$ cat src/verilog/io_ports_cfg.svh
// Register offsets, reset values and mode codes for the mode-shared I/O ports.
`ifndef IO_PORTS_CFG_SVH
`define IO_PORTS_CFG_SVH
`define DATA_BUS_PORT_DIRECTION_OFF 16'hfe84
`define LOW_ADDR_PORT_DIRECTION_OFF 16'hfe85
`define DATA_BUS_PORT_DATA_OFF 16'hfe86
`define LOW_ADDR_PORT_DATA_OFF 16'hfe87
`define HIGH_ADDR_PORT_DIRECTION_OFF 16'hfe88
`define HIGH_ADDR_PORT_DATA_OFF 16'hfe8a
`define PORT_RESET_VALUE 8'h00
`define DIRECTION_READ_VALUE 8'hff
`define ALL_OUTPUT 8'hff
`define MODE_EXP_NOROM_A 3'h1
`define MODE_EXP_ROM_A 3'h2
`define MODE_EXP_NOROM_B 3'h3
`define MODE_EXP_ROM_B 3'h4
`define MODE_SINGLE_CHIP 3'h7
`define AXI_RESP_OKAY 2'h0
`define AXI_RESP_DECERR 2'h3
`define REG_INDEX_LSB 2
`define REG_INDEX_PAGE 2'h3
`endif

$ cat src/verilog/io_ports_pkg.sv
// Types shared by the mode-shared I/O port block.
package io_ports_pkg;
  typedef enum logic [1:0] {
    PIN_MODE_SINGLE,
    PIN_MODE_EXP_ROM,
    PIN_MODE_EXP_NOROM
  } pin_mode_t;
  typedef logic [7:0] port_byte_t;
endpackage

$ cat src/verilog/io_ports.sv
// Three mode-shared 8-bit I/O ports with an AXI4-Lite register slave.
// Operation
// Each port data register is eight bits, bit n holding the output value for pin n.
// A data register read returns the latch for output pins and the live pin level for input pins.
// The data-bus port data register clears to zero on reset and hardware standby.
// The low-address port data register clears to zero on reset and hardware standby.
// In expanded modes the data-bus port is the external data bus and its direction register is ignored.
// In single-chip mode a pin drives its data bit when its direction bit is 1 and is an input when 0.
// Direction registers are write-only; reads complete without error and return all ones.
// Direction registers clear to zero on reset and hardware standby, making every pin an input.
// Software standby leaves direction registers alone and output pins keep driving their data.
// In expanded modes the low-address port outputs A7-A0 with its direction forced to 1 and locked.
// In ROM-using expanded modes a high-address pin outputs its address bit when direction is 1, else input.
// In ROM-less expanded modes the high-address direction is held at 1, ignores writes, and outputs A15-A8.
// The high-address port has per-pin pull-ups that software can switch.
// The high-address port data register clears to zero on reset and hardware standby.
// A high-address pull-up is on only with direction 0 and data 1, and off in reset, standby and ROM-less modes; the code ignores software standby.
// The data-bus port direction register clears to zero on reset and hardware standby.
// The mode input, stable after reset, selects single-chip, ROM-using or ROM-less expanded behaviour.
//
// The AXI4-Lite register port is this design's own decision.
`timescale 1ns/1ns
`default_nettype none
`include "io_ports_cfg.svh"
module io_ports (
  input wire logic aclk,
  input wire logic aresetn,
  input wire logic [2:0] mode_pins,
  input wire logic hw_standby,
  input wire logic sw_standby,
  input wire logic [15:0] ext_addr,
  input wire logic [7:0] ext_wdata,
  input wire logic ext_write,
  output logic [7:0] ext_rdata,
  input wire logic [15:0] s_axi_awaddr,
  input wire logic [2:0] s_axi_awprot,
  input wire logic s_axi_awvalid,
  output logic s_axi_awready,
  input wire logic [31:0] s_axi_wdata,
  input wire logic [3:0] s_axi_wstrb,
  input wire logic s_axi_wvalid,
  output logic s_axi_wready,
  output logic [1:0] s_axi_bresp,
  output logic s_axi_bvalid,
  input wire logic s_axi_bready,
  input wire logic [15:0] s_axi_araddr,
  input wire logic [2:0] s_axi_arprot,
  input wire logic s_axi_arvalid,
  output logic s_axi_arready,
  output logic [31:0] s_axi_rdata,
  output logic [1:0] s_axi_rresp,
  output logic s_axi_rvalid,
  input wire logic s_axi_rready,
  input wire logic [7:0] data_bus_pin_i,
  output logic [7:0] data_bus_pin_o,
  output logic [7:0] data_bus_pin_oe,
  input wire logic [7:0] low_addr_pin_i,
  output logic [7:0] low_addr_pin_o,
  output logic [7:0] low_addr_pin_oe,
  input wire logic [7:0] high_addr_pin_i,
  output logic [7:0] high_addr_pin_o,
  output logic [7:0] high_addr_pin_oe,
  output logic [7:0] high_addr_pullup_en
);
  import io_ports_pkg::*;

  pin_mode_t pin_mode_q;
  logic mode_taken_q;
  port_byte_t data_bus_port_direction_q;
  port_byte_t data_bus_port_data_q;
  port_byte_t low_addr_port_direction_q;
  port_byte_t low_addr_port_data_q;
  port_byte_t high_addr_port_direction_q;
  port_byte_t high_addr_port_data_q;
  logic [15:0] awaddr_q;
  logic aw_held_q;
  logic [7:0] wdata_q;
  logic wstrb0_q;
  logic w_held_q;
  logic wr_fire;
  logic init_regs;
  logic expanded;
  logic norom;
  port_byte_t db_dir_eff;
  port_byte_t la_dir_eff;
  port_byte_t ha_dir_eff;
  port_byte_t db_rd;
  port_byte_t la_rd;
  port_byte_t ha_rd;
  port_byte_t ha_force;
  logic [7:0] rd_byte;
  logic rd_hit;
  logic wr_hit;
  logic [15:0] wr_index;
  logic [15:0] rd_index;
  logic wr_en;
  logic wr_db_dir;
  logic wr_db_dat;
  logic wr_la_dir;
  logic wr_la_dat;
  logic wr_ha_dir;
  logic wr_ha_dat;
  pin_mode_t pin_mode_d;
  port_byte_t high_addr_pullup_d;
  logic [1:0] bresp_d;

  // Registers clear on reset and on hardware standby; software standby changes nothing.
  assign init_regs = !aresetn || hw_standby;

  // Strap decode; codes outside the expanded set fall back to single-chip so a stray strap never claims the bus.
  always_comb begin
    case (mode_pins)
      `MODE_EXP_NOROM_A, `MODE_EXP_NOROM_B: pin_mode_d = PIN_MODE_EXP_NOROM;
      `MODE_EXP_ROM_A, `MODE_EXP_ROM_B: pin_mode_d = PIN_MODE_EXP_ROM;
      default: pin_mode_d = PIN_MODE_SINGLE;
    endcase
  end

  // The mode straps are caught once after reset is released, so the pins may change later.
  always_ff @(posedge aclk) begin
    if (!aresetn) begin
      mode_taken_q <= 1'b0;
      pin_mode_q <= PIN_MODE_SINGLE;
    end else if (!mode_taken_q) begin
      mode_taken_q <= 1'b1;
      pin_mode_q <= pin_mode_d;
    end
  end

  assign expanded = mode_taken_q && (pin_mode_q != PIN_MODE_SINGLE);
  assign norom = mode_taken_q && (pin_mode_q == PIN_MODE_EXP_NOROM);

  // The 16-bit bus carries only the low 14 index bits; the top two are implied, so the map aliases.
  assign wr_index = {`REG_INDEX_PAGE, awaddr_q[15:`REG_INDEX_LSB]};
  assign rd_index = {`REG_INDEX_PAGE, s_axi_araddr[15:`REG_INDEX_LSB]};

  // One write strobe per register; a byte write needs lane 0, and an empty lane still answers OKAY.
  assign wr_en = wr_fire && wstrb0_q;
  assign wr_db_dir = wr_en && (wr_index == `DATA_BUS_PORT_DIRECTION_OFF);
  assign wr_db_dat = wr_en && (wr_index == `DATA_BUS_PORT_DATA_OFF);
  assign wr_la_dir = wr_en && (wr_index == `LOW_ADDR_PORT_DIRECTION_OFF) && !expanded;
  assign wr_la_dat = wr_en && (wr_index == `LOW_ADDR_PORT_DATA_OFF);
  assign wr_ha_dir = wr_en && (wr_index == `HIGH_ADDR_PORT_DIRECTION_OFF) && !norom;
  assign wr_ha_dat = wr_en && (wr_index == `HIGH_ADDR_PORT_DATA_OFF);

  // Write channel capture: address and data are taken in either order, one write at a time.
  assign s_axi_awready = !aw_held_q && !s_axi_bvalid;
  assign s_axi_wready = !w_held_q && !s_axi_bvalid;
  always_ff @(posedge aclk) begin
    if (!aresetn) begin
      aw_held_q <= 1'b0;
      w_held_q <= 1'b0;
      awaddr_q <= 16'h0000;
      wdata_q <= 8'h00;
      wstrb0_q <= 1'b0;
    end else if (wr_fire) begin
      aw_held_q <= 1'b0;
      w_held_q <= 1'b0;
    end else begin
      if (s_axi_awvalid && s_axi_awready) begin
        aw_held_q <= 1'b1;
        awaddr_q <= s_axi_awaddr;
      end
      if (s_axi_wvalid && s_axi_wready) begin
        w_held_q <= 1'b1;
        wdata_q <= s_axi_wdata[7:0];
        wstrb0_q <= s_axi_wstrb[0];
      end
    end
  end

  assign wr_fire = aw_held_q && w_held_q;

  // Unmapped indices still complete, with a decode error, so a stray write cannot hang the master.
  assign bresp_d = wr_hit ? `AXI_RESP_OKAY : `AXI_RESP_DECERR;

  // Write response follows one cycle after both halves are held.
  always_ff @(posedge aclk) begin
    if (!aresetn) begin
      s_axi_bvalid <= 1'b0;
      s_axi_bresp <= `AXI_RESP_OKAY;
    end else if (wr_fire) begin
      s_axi_bvalid <= 1'b1;
      s_axi_bresp <= bresp_d;
    end else if (s_axi_bready) begin
      s_axi_bvalid <= 1'b0;
    end
  end

  // Offsets are not word aligned, so the printed offset is an index and the byte address is four times it.
  always_comb begin
    wr_hit = 1'b1;
    case (wr_index)
      `DATA_BUS_PORT_DIRECTION_OFF, `LOW_ADDR_PORT_DIRECTION_OFF, `DATA_BUS_PORT_DATA_OFF,
      `LOW_ADDR_PORT_DATA_OFF, `HIGH_ADDR_PORT_DIRECTION_OFF, `HIGH_ADDR_PORT_DATA_OFF: wr_hit = 1'b1;
      default: wr_hit = 1'b0;
    endcase
  end

  // Data-bus port registers; a byte write needs lane 0.
  always_ff @(posedge aclk) begin
    if (init_regs) begin
      data_bus_port_direction_q <= `PORT_RESET_VALUE;
      data_bus_port_data_q <= `PORT_RESET_VALUE;
    end else begin
      if (wr_db_dir) begin
        data_bus_port_direction_q <= wdata_q;
      end
      if (wr_db_dat) begin
        data_bus_port_data_q <= wdata_q;
      end
    end
  end

  // Low-address port registers; direction is locked while expanded.
  always_ff @(posedge aclk) begin
    if (init_regs) begin
      low_addr_port_direction_q <= `PORT_RESET_VALUE;
      low_addr_port_data_q <= `PORT_RESET_VALUE;
    end else begin
      if (wr_la_dir) begin
        low_addr_port_direction_q <= wdata_q;
      end
      if (wr_la_dat) begin
        low_addr_port_data_q <= wdata_q;
      end
    end
  end

  // High-address port registers; direction ignores writes in the ROM-less modes.
  always_ff @(posedge aclk) begin
    if (init_regs) begin
      high_addr_port_direction_q <= `PORT_RESET_VALUE;
      high_addr_port_data_q <= `PORT_RESET_VALUE;
    end else begin
      if (wr_ha_dir) begin
        high_addr_port_direction_q <= wdata_q;
      end
      if (wr_ha_dat) begin
        high_addr_port_data_q <= wdata_q;
      end
    end
  end

  // Effective directions: address pins forced to all outputs where the mode owns them; the expanded data bus follows ext_write.
  assign db_dir_eff = expanded ? (ext_write ? `ALL_OUTPUT : `PORT_RESET_VALUE) : data_bus_port_direction_q;
  assign la_dir_eff = expanded ? `ALL_OUTPUT : low_addr_port_direction_q;
  assign ha_dir_eff = norom ? `ALL_OUTPUT : high_addr_port_direction_q;
  // Modes set pin enables through the effective direction only, so readback always follows the same select as drive.
  assign ha_force = `PORT_RESET_VALUE;

  // The data-bus port carries the external data bus in expanded modes.
  port_pin_mux u_data_bus (
    .dir(db_dir_eff),
    .dat(data_bus_port_data_q),
    .alt_val(ext_wdata),
    .alt_sel(expanded ? `ALL_OUTPUT : `PORT_RESET_VALUE),
    .force_oe(ha_force),
    .pin_i(data_bus_pin_i),
    .pin_o(data_bus_pin_o),
    .pin_oe(data_bus_pin_oe),
    .rd_val(db_rd)
  );

  // The low-address port carries address bits 7 to 0 in expanded modes.
  port_pin_mux u_low_addr (
    .dir(la_dir_eff),
    .dat(low_addr_port_data_q),
    .alt_val(ext_addr[7:0]),
    .alt_sel(expanded ? `ALL_OUTPUT : `PORT_RESET_VALUE),
    .force_oe(ha_force),
    .pin_i(low_addr_pin_i),
    .pin_o(low_addr_pin_o),
    .pin_oe(low_addr_pin_oe),
    .rd_val(la_rd)
  );

  // The high-address port carries address bits 15 to 8 on every output pin while expanded.
  port_pin_mux u_high_addr (
    .dir(ha_dir_eff),
    .dat(high_addr_port_data_q),
    .alt_val(ext_addr[15:8]),
    .alt_sel(expanded ? `ALL_OUTPUT : `PORT_RESET_VALUE),
    .force_oe(ha_force),
    .pin_i(high_addr_pin_i),
    .pin_o(high_addr_pin_o),
    .pin_oe(high_addr_pin_oe),
    .rd_val(ha_rd)
  );

  // Pull-ups follow input direction with data one; off in reset, hardware standby and ROM-less modes.
  always_comb begin
    if (init_regs || norom) begin
      high_addr_pullup_d = `PORT_RESET_VALUE;
    end else begin
      high_addr_pullup_d = ~ha_dir_eff & high_addr_port_data_q;
    end
  end

  // Registered so the pad control never glitches while a direction or data write settles.
  always_ff @(posedge aclk) begin
    high_addr_pullup_en <= high_addr_pullup_d;
  end

  // The external bus sees the data-bus pins as read data.
  // One flop keeps the pad input off the bus path; the level arrives one cycle late.
  always_ff @(posedge aclk) begin
    if (!aresetn) begin
      ext_rdata <= `PORT_RESET_VALUE;
    end else begin
      ext_rdata <= data_bus_pin_i;
    end
  end

  // Read decode; direction registers read as all ones without error.
  always_comb begin
    rd_byte = `PORT_RESET_VALUE;
    rd_hit = 1'b1;
    case (rd_index)
      `DATA_BUS_PORT_DIRECTION_OFF, `LOW_ADDR_PORT_DIRECTION_OFF,
      `HIGH_ADDR_PORT_DIRECTION_OFF: rd_byte = `DIRECTION_READ_VALUE;
      `DATA_BUS_PORT_DATA_OFF: rd_byte = db_rd;
      `LOW_ADDR_PORT_DATA_OFF: rd_byte = la_rd;
      `HIGH_ADDR_PORT_DATA_OFF: rd_byte = ha_rd;
      default: rd_hit = 1'b0;
    endcase
  end

  // Read channel: one read at a time, answered the cycle after the address is taken.
  assign s_axi_arready = !s_axi_rvalid;
  always_ff @(posedge aclk) begin
    if (!aresetn) begin
      s_axi_rvalid <= 1'b0;
      s_axi_rdata <= 32'h00000000;
      s_axi_rresp <= `AXI_RESP_OKAY;
    end else if (s_axi_arvalid && s_axi_arready) begin
      s_axi_rvalid <= 1'b1;
      s_axi_rdata <= {24'h000000, rd_byte};
      s_axi_rresp <= rd_hit ? `AXI_RESP_OKAY : `AXI_RESP_DECERR;
    end else if (s_axi_rready) begin
      s_axi_rvalid <= 1'b0;
    end
  end
endmodule
`default_nettype wire

$ cat src/verilog/port_pin_mux.sv
// One 8-bit port pin multiplexer: drive enable, output value and readback per pin.
`timescale 1ns/1ns
`default_nettype none
module port_pin_mux (
  input wire logic [7:0] dir,
  input wire logic [7:0] dat,
  input wire logic [7:0] alt_val,
  input wire logic [7:0] alt_sel,
  input wire logic [7:0] force_oe,
  input wire logic [7:0] pin_i,
  output logic [7:0] pin_o,
  output logic [7:0] pin_oe,
  output logic [7:0] rd_val
);
  // Per pin: an alternate function wins over the latch; direction steers drive and readback.
  genvar n;
  for (n = 0; n < 8; n++) begin : g_pin
    assign pin_oe[n] = dir[n] | force_oe[n];
    assign pin_o[n] = alt_sel[n] ? alt_val[n] : dat[n];
    assign rd_val[n] = dir[n] ? dat[n] : pin_i[n];
  end
endmodule
`default_nettype wire

$ cat config.mk
export PLATFORM = sky130hd
export DESIGN_NAME = io_ports
export DESIGN_NICKNAME = d
export VERILOG_FILES = /design/src/verilog/io_ports_pkg.sv /design/src/verilog/io_ports.sv /design/src/verilog/port_pin_mux.sv
export VERILOG_INCLUDE_DIRS = /design/src /design/src/verilog
export SDC_FILE = /design/constraint.sdc
export NUM_CORES = 1
export LEC_CHECK = 0
export CELL_PAD_IN_SITES_DETAIL_PLACEMENT = 1
export CELL_PAD_IN_SITES_GLOBAL_PLACEMENT = 1
export CORE_UTILIZATION = 35
export DETAILED_ROUTE_END_ITERATION = 8
export DONT_BUFFER_PORTS = 1
export GPL_ROUTABILITY_DRIVEN = 0
export PLACE_DENSITY_LB_ADDON = 0.08
export SLEW_MARGIN = 20
export SYNTH_ARGS = -nofsm -noshare
export SYNTH_HDL_FRONTEND = slang
export SYNTH_SLANG_ARGS = --single-unit
export TNS_END_PERCENT = 1
$ cat constraint.sdc
create_clock -name aclk -period 2.8 [get_ports aclk]
set_input_delay 0.42 -clock aclk [delete_from_list [all_inputs] [get_ports aclk]]
set_output_delay 0.42 -clock aclk [all_outputs]
set_load 0.05 [all_outputs]
==> reports/summary.json <==
{
  "outcome": {
    "outcome": "complete, no violations"
  },
  "worst_setup_path": {
    "worstReg2RegStart": "awaddr_q[6]",
    "critical_path.startpoint_type": "register",
    "critical_path_buf_inv_count": 1,
    "worst_ep_arrival_time_ns": 1.88,
    "crit_chain": "and3b_1 -> nor2_1 -> inv_1",
    "reg2reg_depth": 5,
    "critPathLaunch": "mode_taken_q",
    "cpMaxStageDelayCell": "and3b_1",
    "cp_endpoint_kind": "output pin",
    "timing.critical_path.max_delay_family": "simple AND/OR/NAND/NOR gates",
    "stages_on_worst_setup_path": 3,
    "worst-endpoint-required_ns": 2.38,
    "critPathMaxStageDelay_ns": 0.52,
    "path_class": "register to output pin",
    "crit_path_max_fanout": 9
  },
  "route": {
    "route.antenna.remaining_nets": 0,
    "initialDrtViolationCount": 203,
    "num_vias": 3882,
    "route.final.wire_length_mm": 14.2,
    "routed_via_density": 5.05,
    "drt_pre_antenna_iters": 4,
    "drc": 0,
    "average_detailed_routed_wire_length_per_instance_um": 18.5
  },
  "clock_network": {
    "clkTransAtPathRegs_ns": 0.07,
    "cts_repair_resize_count": 0,
    "cts_setup_buffers": 0,
    "cts_num_sinks": 104,
    "max-clock-path-buffers": 2,
    "post_cts_hold_buffer_count": 0,
    "cts.root.buffer_cell": "clkbuf_16",
    "h-tree-depth": 3,
    "clk-insertion-delay-late_ns": 0.35,
    "cts_made_buffers": 9,
    "tritoncts": "built"
  },
  "finish": {
    "syn_to_final_growth_pct": 8.39,
    "final_net_count": 717,
    "layout_common_cells": "146 x nand2_1, 104 x dfxtp_1, 43 x nor2_1, 32 x mux2i_1, 26 x a21boi_0",
    "layout.core_utilization_pct": 39.1,
    "fillers": 1646,
    "layout_commonest_cell": "nand2_1",
    "layout-drive-gt1-share_pct": 13.8
  },
  "timing": {
    "fin_skew_ns": 0.00451,
    "final_max_slew_viol_count": 0,
    "hold_violations": 0,
    "upper_clock_frequency_limit_ghz": 0.434,
    "worst_pin_slew_ns": 0.990,
    "slew_headroom_pct": 33.9,
    "rsz0062_at_grt": "no",
    "layout_min_cycle_time_ns": 2.30,
    "min_period_over_period_pct": 82.3,
    "finalSetupTns_ns": 0,
    "worst_hold_slack_after_final_layout_ns": 0.102,
    "final-setup-viol-count": 0
  },
  "floorplanning": {
    "design.core.area_um2": 13900,
    "die_span_x_um": 122,
    "io_pins": 240,
    "floorplan.rows": 43,
    "die_span_in_y_um": 122,
    "initial_core_util_pct": 36.1,
    "fp.dieArea_um2": 14900
  },
  "yosys": {
    "synth_sequential_area_ratio_pct": 41.4,
    "syn_area_per_cell_um2": 8.47,
    "yosys.cell_types.count": 47,
    "post_synth_edffs": 0,
    "ys_warn_count": 0,
    "netlist_instances": 594,
    "synth_async_sr_flop_share_pct": 0,
    "library_cell_with_the_largest_summed_area_after_synthesis": "dfxtp_1",
    "mappedNetlistArea_um2": 5030,
    "synth_area_leaders": "dfxtp_1 41%, nand2_1 11%, mux2i_1 6.4%",
    "synth_top_cell_area_share_pct": 41.4,
    "postSynth.topFlopCell": "dfxtp_1",
    "synth_seq_cells": 104
  },
  "worst_hold_path": {
    "hold_class": "input port to register",
    "hold_depth": 0,
    "holdCritStartpoint": "aresetn"
  },
  "place": {
    "io_buffers": 0,
    "post-dp-hpwl_mm": 10.5
  },
  "power": {
    "power_per_cell_area_nw_per_um2": 645,
    "ir_drop_mv": 0.304,
    "power.leakage_nw": 2.34,
    "total_power_mw": 3.52
  },
  "global_routing": {
    "antenna_found_initial": 0,
    "gr-total-overflow": 0,
    "grt_pass1_vias": 3797,
    "grt_start_max_net_pins": 51,
    "grt_util_all_layers_pct": 19.4,
    "wire_length_of_the_first_global_routing_pass_mm": 21.3
  },
  "run": {
    "cap_viol_max_count": 0
  }
}
[kinds of logic after synthesis]
kind of cell	after synthesis	synth area share (%)
multiplexers	56	11.7
AO/OA/AOI/OAI	84	12.2
AND/OR/NAND/NOR	271	26.2
other	1	0.0746
buffers and inverters	77	8.26
XOR/XNOR	1	0.174
flip-flops	104	41.4
[final timing paths]
kind	end	slack, ns
hold reg to reg	awaddr_q[15]	0.47
hold / removal	mode_taken_q	0.10
setup / recovery	high_addr_pin_oe[6]	0.50
setup reg to reg	high_addr_port_direction_q[1]	0.60
[routing by layer]
layer	vias up	track usage (%)	part of all wire (%)
met3	12	4.96	6.7
met4	0	6.87	1.5
met1	1847	25.4	45
li1	1902	-	-
met5	-	0	0
met2	121	30.7	47
[cells in the mapped netlist (all sizes together) (18+ instances only)]
| cell type | instances |
|---|---|
| clkbuf | 19 |
| a21oi | 19 |
| o21ai | 26 |
| dfxtp | 104 |
| nor2 | 43 |
| a21boi | 26 |
| mux2 | 24 |
| buf | 37 |
| mux2i | 32 |
| nand3 | 18 |
| inv | 21 |
| nand2 | 146 |
[state kept, by name, summed over array words and instances, names as in the netlist]
signal / count
high_addr_pullup_en: 8
s_axi_rdata: 8
low_addr_port_data_q: 8
ext_rdata: 8
data_bus_port_direction_q: 8
s_axi_rresp: 1
mode_taken_q: 1
pin_mode_q: 2
wstrb0_q: 1
wdata_q: 8
aw_held_q: 1
low_addr_port_direction_q: 8
s_axi_rvalid: 1
s_axi_bresp: 1
w_held_q: 1
s_axi_bvalid: 1
high_addr_port_direction_q: 8
high_addr_port_data_q: 8
data_bus_port_data_q: 8
awaddr_q: 14
[cell type report]
cell class	instances	area [µm²]	area share, %
Antenna cell	1	2.50	0.0459
Clock buffer	11	253	4.64
Inverter	21	78.8	1.45
Tap cell	180	225	4.13
Sequential cell	104	2080	38.2
Timing Repair Buffer	10	75.1	1.38
Multi-Input combinational cell	436	2630	48.3
Clock inverter	5	103	1.88
[where the power goes]
part / leakage [nW] / switching (mW) / internal (mW) / total (mW)
clock network: 0.172 / 0.557 / 0.921 / 1.48
logic: 1.32 / 0.296 / 0.0945 / 0.391
registers: 0.847 / 0.124 / 1.52 / 1.65
[through the flow]
step,cells,instance area (µm²),setup WS (ns)
floorplan,617,5110,0.666
global placement,751,5090,0.607
detailed placement,751,5090,0.586
CTS,767,5450,0.464
global route,767,5450,0.341
finish,768,5450,0.497
No activity file was read; power rests on OpenSTA's default activity.
